### src/rtl/poc_pkg.sv
// Constants and helpers shared by the offset calibration register bank
//----------------------------------------------------------------------
// Functional notes
// - Column DC offset is six-bit sign-magnitude.
// - Column DC offset resets to zero.
// - DC offset before gain, final offset after.
// - Sixty-four writable per-column offsets, same layout.
// - Column uses entry 0x80 plus index mod 64.
// - Final offset drives last pre-converter adjustment.
// - Final offset is six-bit sign-magnitude field.
// - Final step is four LSB per code, span 124.
//----------------------------------------------------------------------
package poc_pkg;

    // ------------------------------------------------------------------
    // Register map
    // ------------------------------------------------------------------
    localparam logic [7:0] ADDR_COL_DC = 8'h20;
    localparam logic [7:0] ADDR_FINAL = 8'h23;
    localparam logic [7:0] ADDR_TBL_BASE = 8'h80;
    localparam int TBL_DEPTH = 64;
    localparam int TBL_IDX_W = 6;

    // ------------------------------------------------------------------
    // Field layout and reset values
    // ------------------------------------------------------------------
    localparam int CODE_W = 6;
    localparam int SIGN_BIT = 5;
    localparam int MAG_MSB = 4;
    localparam logic [5:0] COL_DC_RST = 6'h00;
    localparam logic [5:0] FINAL_RST = 6'h00;
    localparam logic [5:0] TBL_RST = 6'h00;
    localparam logic [7:0] RDATA_UNMAPPED = 8'h00;

    // ------------------------------------------------------------------
    // Final offset scaling
    // ------------------------------------------------------------------
    localparam int FINAL_STEP_LSB = 4;
    localparam int FINAL_SPAN_LSB = 124;

    // Sign-magnitude code to two's complement, range -31..31
    function automatic logic signed [6:0] sm_to_int(input logic [5:0] code);
        logic signed [6:0] mag;
        mag = signed'({2'b00, code[MAG_MSB:0]});
        return code[SIGN_BIT] ? -mag : mag;
    endfunction

    // Address lies inside the per-column table window
    function automatic logic tbl_hit(input logic [7:0] addr);
        return (addr >= ADDR_TBL_BASE) && ({1'b0, addr} < ({1'b0, ADDR_TBL_BASE} + 9'h040));
    endfunction

endpackage

### src/rtl/poc_col_table.sv
// Per-column offset table with one write port and two read ports
`timescale 1ns/1ps
module poc_col_table #(
    parameter int DEPTH = 64,
    parameter int W = 6
) (
    input wire logic clk,
    input wire logic nrst,
    input wire logic wr_en,
    input wire logic [$clog2(DEPTH)-1:0] wr_idx,
    input wire logic [W-1:0] wr_code,
    input wire logic [$clog2(DEPTH)-1:0] bus_idx,
    output logic [W-1:0] bus_code,
    input wire logic [$clog2(DEPTH)-1:0] col_idx,
    output logic [W-1:0] col_code
);
    import poc_pkg::*;

    logic [W-1:0] mem_q [DEPTH];

    //------------------------------------------------------------------
    // Storage
    //------------------------------------------------------------------
    always_ff @(posedge clk or negedge nrst) begin
        if (!nrst) begin
            for (int i = 0; i < DEPTH; i++) begin
                mem_q[i] <= W'(TBL_RST);
            end
        end else if (wr_en) begin
            mem_q[wr_idx] <= wr_code;
        end
    end

    assign bus_code = mem_q[bus_idx];
    assign col_code = mem_q[col_idx];

endmodule

### src/rtl/poc_offset_regs.sv
// Offset calibration register bank: DC, per-column and final offsets
`timescale 1ns/1ps
module poc_offset_regs #(
    parameter int COL_W = 11
) (
    input wire logic CLK_SYS,
    input wire logic NRST,
    input wire logic [7:0] REG_ADDR,
    input wire logic [7:0] REG_WDATA,
    input wire logic REG_WE,
    input wire logic REG_RE,
    output logic [7:0] REG_RDATA,
    output logic REG_RVALID,
    input wire logic COL_STROBE,
    input wire logic [COL_W-1:0] COL_INDEX,
    output logic [poc_pkg::CODE_W-1:0] COL_DC_CODE,
    output logic [poc_pkg::CODE_W-1:0] COL_SEL_CODE,
    output logic signed [6:0] COL_OFFSET_SUM,
    output logic COL_OFFSET_VALID,
    output logic [poc_pkg::CODE_W-1:0] FINAL_OFFSET_CODE,
    output logic signed [7:0] FINAL_OFFSET_LSB
);
    import poc_pkg::*;

    logic [5:0] col_dc_q;
    logic [5:0] final_q;
    logic [7:0] rdata_q;
    logic rvalid_q;
    logic [5:0] sel_q;
    logic signed [6:0] sum_q;
    logic sum_vld_q;
    logic signed [7:0] final_lsb_q;

    //------------------------------------------------------------------
    // Address decode
    //------------------------------------------------------------------
    wire hit_dc = (REG_ADDR == ADDR_COL_DC);
    wire hit_final = (REG_ADDR == ADDR_FINAL);
    wire hit_tbl = tbl_hit(REG_ADDR);
    wire [5:0] tbl_bus_idx = REG_ADDR[5:0];
    wire [5:0] tbl_col_idx = COL_INDEX[5:0];
    wire [5:0] tbl_bus_code;
    wire [5:0] tbl_col_code;
    wire [5:0] wcode = REG_WDATA[5:0];

    wire [7:0] rdata_d = hit_dc ? {2'b00, col_dc_q} :
                         hit_final ? {2'b00, final_q} :
                         hit_tbl ? {2'b00, tbl_bus_code} : RDATA_UNMAPPED;

    //------------------------------------------------------------------
    // Offset arithmetic
    //------------------------------------------------------------------
    wire signed [6:0] dc_val = sm_to_int(col_dc_q);
    wire signed [6:0] ent_val = sm_to_int(tbl_col_code);
    wire signed [7:0] final_wide = 8'(sm_to_int(final_q));
    // Both terms at most 31, so seven bits never overflow
    wire signed [6:0] sum_d = 7'(dc_val + ent_val);
    wire signed [7:0] final_lsb_d = 8'(final_wide * signed'(8'(FINAL_STEP_LSB)));

    poc_col_table #(
        .DEPTH(TBL_DEPTH),
        .W(CODE_W)
    ) poc_col_table_i (
        .clk(CLK_SYS),
        .nrst(NRST),
        .wr_en(REG_WE && hit_tbl),
        .wr_idx(tbl_bus_idx),
        .wr_code(wcode),
        .bus_idx(tbl_bus_idx),
        .bus_code(tbl_bus_code),
        .col_idx(tbl_col_idx),
        .col_code(tbl_col_code)
    );

    //------------------------------------------------------------------
    // Setting registers
    //------------------------------------------------------------------
    always_ff @(posedge CLK_SYS or negedge NRST) begin
        if (!NRST) begin
            col_dc_q <= COL_DC_RST;
            final_q <= FINAL_RST;
        end else begin
            if (REG_WE && hit_dc) begin
                col_dc_q <= wcode;
            end
            if (REG_WE && hit_final) begin
                final_q <= wcode;
            end
        end
    end

    //------------------------------------------------------------------
    // Read port
    //------------------------------------------------------------------
    always_ff @(posedge CLK_SYS or negedge NRST) begin
        if (!NRST) begin
            rdata_q <= RDATA_UNMAPPED;
            rvalid_q <= 1'b0;
        end else begin
            rdata_q <= REG_RE ? rdata_d : rdata_q;
            rvalid_q <= REG_RE;
        end
    end

    //------------------------------------------------------------------
    // Column path (pre-gain) and final path (pre-converter)
    //------------------------------------------------------------------
    always_ff @(posedge CLK_SYS or negedge NRST) begin
        if (!NRST) begin
            sel_q <= TBL_RST;
            sum_q <= '0;
            sum_vld_q <= 1'b0;
            final_lsb_q <= '0;
        end else begin
            if (COL_STROBE) begin
                sel_q <= tbl_col_code;
                sum_q <= sum_d;
            end
            sum_vld_q <= COL_STROBE;
            final_lsb_q <= final_lsb_d;
        end
    end

    assign REG_RDATA = rdata_q;
    assign REG_RVALID = rvalid_q;
    assign COL_DC_CODE = col_dc_q;
    assign COL_SEL_CODE = sel_q;
    assign COL_OFFSET_SUM = sum_q;
    assign COL_OFFSET_VALID = sum_vld_q;
    assign FINAL_OFFSET_CODE = final_q;
    assign FINAL_OFFSET_LSB = final_lsb_q;

    //------------------------------------------------------------------
    // Checks
    //------------------------------------------------------------------
    logic after_rst_q;
    always_ff @(posedge CLK_SYS or negedge NRST) begin
        if (!NRST) begin
            after_rst_q <= 1'b0;
        end else begin
            after_rst_q <= 1'b1;
        end
    end
endmodule

### config.mk
export PLATFORM = sky130hd
export DESIGN_NAME = poc_offset_regs
export DESIGN_NICKNAME = d
export VERILOG_FILES = /design/src/rtl/poc_pkg.sv /design/src/rtl/poc_col_table.sv /design/src/rtl/poc_offset_regs.sv
export SDC_FILE = /design/constraint.sdc
export NUM_CORES = 1
export LEC_CHECK = 0
export BUFFER_PORTS_ARGS = -buffer_cell sky130_fd_sc_hd__buf_2
export CAP_MARGIN = 20
export CORE_MARGIN = 5
export CORE_UTILIZATION = 30
export DETAILED_ROUTE_END_ITERATION = 7
export GPL_TIMING_DRIVEN = 1
export HOLD_SLACK_MARGIN = 0.12
export PLACE_DENSITY = 0.51
export SLEW_MARGIN = 20
export SYNTH_ARGS = -nofsm -noshare
export SYNTH_HDL_FRONTEND = slang
export SYNTH_SLANG_ARGS = --single-unit
### constraint.sdc
create_clock -name CLK_SYS -period 5 [get_ports CLK_SYS]
set_input_delay 1.25 -clock CLK_SYS [delete_from_list [all_inputs] [get_ports CLK_SYS]]
set_output_delay 1.25 -clock CLK_SYS [all_outputs]
set_load 0.005 [all_outputs]
; Word level (Yosys, flattened, before mapping)
; Index checks and enable logic that the tools add are counted.
[totals]
regBits = 425
[op_classes]
addsub = 4
order_cmp = 5
n_eq_ne = 2
mux = 15
n_bitwise = 2
reduce_logical = 5
[ops]
columns = operator, count
row1 = bitwise mux 384 bit, 1
row2 = binary-select mux 6 bit (select 6 bit), 2
row3 = two-way mux 6 bit, 9
row4 = demux 6 bit (select 6 bit), 1
row5 = "== test 8 x 6 -> 1 bit, second input constant", 2
row6 = ">= comparator 7 bit, second input constant", 2
row7 = two-way mux 7 bit, 2
row8 = negator 5 -> 7 bit, 2
row9 = NOT 6 -> 7 bit, 2
row10 = ">= comparator 8 bit, second input constant", 1
row11 = "less-than comparator 8 bit, second input constant", 1
row12 = adder 7 bit, 1
row13 = "less-than comparator 7 x 1 -> 1 bit, second input constant", 1
row14 = negator 5 -> 6 bit, 1
row15 = logical AND 1 bit, 5

; Depth between registers and ports, before layout
[logic_depth]
depth_word = 7
mapped_depth = 20

; Modules after synthesis
; Synthesis repeated with hierarchy kept, for this count alone.
[hier_totals]
cells_unflattened = 1574
hier_area_um2 = 22699.3
[by_module_without_submodules]
columns = mod, n_inst, cells_per_inst, area_per_inst_um2, seq_area_each_um2
row1 = poc_col_table, 1, 1373, 20567.2, 9609.2
row2 = poc_offset_regs, 1, 201, 2132.0, 975.9

; Least setup slack after synthesis
; Ideal clock, no wire load.
[synth_path]
path_kind = input-to-reg
from = input port COL_INDEX[1]
to = register sum_q[6], in the netlist COL_OFFSET_SUM[6]
setup_time_ps = 143
t_arrival_ps = 5221
setup_slack_ps = -363
cell_stages = 20
cell_sequence = buf_6 buf_8 buf_2 buf_2 buf_2 mux4_2 o22ai_1 o21ai_1 a22oi_1 ha_1 a21oi_1 a31oi_1 fa_1 a21o_1 a21o_1 a2111o_1 o211ai_1 a211oi_1 mux2i_1 o2111ai_1
[synth_between]
elab_chain_cells = 7
[synth_lines]
columns = item, line
row1 = from (decl), poc_offset_regs.sv:15  ; input wire logic [COL_W-1:0] COL_INDEX,
row2 = NOT 6 -> 7 bit (implied by the code) (*), poc_col_table.sv:35  ; assign col_code = mem_q[col_idx];
row3 = binary-select mux 6 bit (select 6 bit) (*), poc_col_table.sv:35
row4 = two-way mux 6 bit (implied by the code) (*) (2 in a row), poc_col_table.sv:35
row5 = negator 5 -> 7 bit, poc_pkg.sv:45  ; return code[SIGN_BIT] ? -mag : mag;
row6 = two-way mux 7 bit (*), poc_pkg.sv:45
row7 = adder 7 bit (*), poc_offset_regs.sv:57  ; wire signed [6:0] sum_d = 7'(dc_val + ent_val);
row8 = to (signal assigned), poc_offset_regs.sv:117  ; sum_q <= sum_d;
row9 = to (decl), poc_offset_regs.sv:30  ; logic signed [6:0] sum_q;
; Mark *: on every way between the ends. The rest lies on a longest branch, timed or not. The select of a mux whose other input is x is not followed.
; A chain may end at the register's enable or synchronous reset.

; Worst setup path in the final report
; Ends and elaborated chain as after synthesis.

==> impl_results.md <==
- Clock Sinks: 423
- CTS Buf Count: 49
- GRT overflow: 0
- Period utilization: 0.969
- Final slew viol count: 0
- Longest Clk Path Bufs: 3
- Max Fclk: 206 MHz
- Rel. slew slack: 0.306
- Detailed-placement wirelength estimate: 55,800 um
- Initial Utilization: 0.303
- Standard-cell row count: 101
- Total Nets Final: 1,899
- Final ANT Viol Nets: 0
- Drt via density: 5.62
- Synth area leaders: dfrtp_1, mux2_2, mux4_2
- FILL cells: 7,316
- Arrival @ worst endpoint: 5340 ps
- Initial DRC count: 1,346
- WHS Path Cells: 1
- Placer Congestion: 0.939
- H-tree depth: 2
- RSZ-0062 raised after global routing: no
- Sequential cell area fraction in the yosys report: 0.460
- Maxcap violations: 0
- Sequential cell area: 10,600 um^2
- Met2 GRT Util: 0.298
- Worst slew pin tran: 1040 ps
- Placed cells: 2,835
- Period minus WS final: 4840 ps
- Clock latency on the worst-skew pair: 600 ps
- Clock skew: 22.2 ps
- Reg clk slew, reported paths: 60 ps
- Count leader, synth: dfrtp_1
- Wire per inst: 27.3 um
- Vias in the first global route: 16.8k
- Area leader, netlist: dfrtp_1
- Cell Count, Final, Fillers Out: 2,929
- Die Width: 287 um
- Tot GR Track Use: 0.190
- Worst r2r path cells: 15
- Worst Setup Path Type: input port to flip-flop
- Post-synth cell types: 76
- CP Launch Type: input port
- Sum Neg Setup Slack: 0 ps
- Via count: 16.5k
- Leak pwr: 12.7 nW
- Die ar.: 82,300 um^2
- Synth top area share: 0.460
- Cell area after synthesis: 23,000 um^2
- GR peak layer: met2
- Met1 track demand over resource: 0.268
- Post-Syn Instances: 1,703
- Final Hold Violating Endpoints: 0
- Worst Path Required: 5500 ps
- Worst hold path type: flip-flop to flip-flop
- Global-route wire length before repair: 118,000 um
- Most used DFF post-synth: dfrtp_1
- EDFF count, synth: 0
- Synth Area per Inst: 13.5 um^2
- Max Fanout on Critical Path: 12
- Antenna violations before repair: 5
- Io pins: 75
- Routed WL: 79,900 um
- FF+latch count, synth: 423
- Clock tree from TritonCTS: yes
- Core area: 75,900 um^2
- GR Layer Usage met3: 0.0407
- DRC: 0
- Async SR Flop Fraction: 1.00
- Layout area overhead: 18.8%
- TritonRoute pass-1 iters: 5
- Syn. warnings: 0
- Synth top cells by count: dfrtp_1, mux2_2, mux4_2, clkbuf_1, nor2_1
- Status: complete, no violations
- Largest net degree at the start of global routing: 113
- DIE HEIGHT: 287 um
- Hold_buf cts: 0
- Peak VDD IR: 0.288 mV
- CTS root buf: clkbuf_16
- Setup violators final: 0
- Pwr Density: 319 nW/um^2
- Area occupied by multi-input gates: 11,800 um^2
- Critical Path End Type: flip-flop
- Layout cells sized above 1: 0.453
- IO buf count: 63
[layout make-up]
class | count | area share
clock buffer | 71 | 0.0557
multi-input combinational | 1129 | 0.431
tap | 1030 | 0.0472
sequential | 423 | 0.387
timing repair buffer | 240 | 0.0682
antenna | 1 | 0.0000916
inverter | 14 | 0.00192
clock inverter | 21 | 0.00870
[cells by family (layout without fill, tap and decap cells)]
family	count (synthesis)	after routing	share of synthesized area
compound gates	243	243	0.0804
xor+xnor	13	13	0.00495
fa+ha+maj	10	10	0.00577
buf+inv	154	346	0.0292
flops	423	423	0.460
mux	644	644	0.376
other cells	1	5	0.000163
simple gates	215	215	0.0435
[power breakdown]
part           total [W]  switching (W)  internal (W)
Combinational    0.00109       0.000597      0.000494
Sequential       0.00374       0.000141       0.00360
Clock            0.00388        0.00152       0.00237
[layer usage]
layer,wire length [um],vias to the layer above
met5,39,-
met4,2520,6
met3,5380,138
met2,36400,584
met1,35500,8859
li1,-,6879
[worst paths after layout]
| check | from | to | slack [ps] |
|---|---|---|---|
| max reg2reg | poc_col_table_i.mem_q[145] | COL_OFFSET_SUM[6] | 830 |
| max | COL_INDEX[1] | COL_OFFSET_SUM[6] | 160 |
| max in group asynchronous | NRST | poc_col_table_i.mem_q[72] | 3160 |
| min in group asynchronous | NRST | poc_col_table_i.mem_q[361] | 780 |
| min reg2reg | COL_OFFSET_SUM[1] | COL_OFFSET_SUM[1] | 500 |
| min | COL_OFFSET_SUM[1] | COL_OFFSET_SUM[1] | 500 |
[worst max-delay path, cell delays in order]
cell,delay [ps]
buf_6,240
buf_4,320
mux4_2,580
a22oi_1,230
a41oi_1,370
mux2_4,440
buf_4,150
o41a_1,430
ha_1,330
nor2_1,50
mux2i_1,130
o211ai_1,180
or4b_1,500
o2111ai_1,100
[through the flow]
stage | setup WS, ps | total power (W) | instance area [um^2] | utilization | hold slack [ps]
floorplan | 26.4 | 0.00438 | 23100 | - | 451
global placement | -410 | 0.00486 | 25600 | 0.337 | 484
detailed placement | -471 | 0.00488 | 25600 | 0.337 | 487
CTS | 162 | 0.00878 | 27300 | 0.360 | 501
global route | 5.26 | 0.00903 | 27300 | 0.360 | 516
finish | 157 | 0.00871 | 27300 | 0.360 | 501
[state kept, by name, summed over array words and instances (netlist names)]
signal	flops
REG_RDATA	6
COL_OFFSET_SUM	7
COL_DC_CODE	6
FINAL_OFFSET_CODE	6
COL_SEL_CODE	6
poc_col_table_i.mem_q	384
COL_OFFSET_VALID	1
FINAL_OFFSET_LSB	6
REG_RVALID	1
[layout by cell type (no fill, tap or decap), types with 25 or more instances in the layout]
| master | n |
|---|---|
| mux2i_1 | 71 |
| mux2_2 | 386 |
| o22ai_1 | 25 |
| clkbuf_16 | 51 |
| nand2_1 | 68 |
| mux4_2 | 126 |
| buf_2 | 58 |
| buf_4 | 163 |
| a221oi_1 | 33 |
| dfrtp_1 | 423 |
| mux2_1 | 56 |
| nor2_1 | 74 |
[what timing repair did]
item                                    CTS  global route
setup buffers                             0             1
endpoints found under the setup margin    0             1
gates resized for setup                   0             1
hold endpoints to repair                  0             0
No activity file was read; power rests on OpenSTA's default activity.
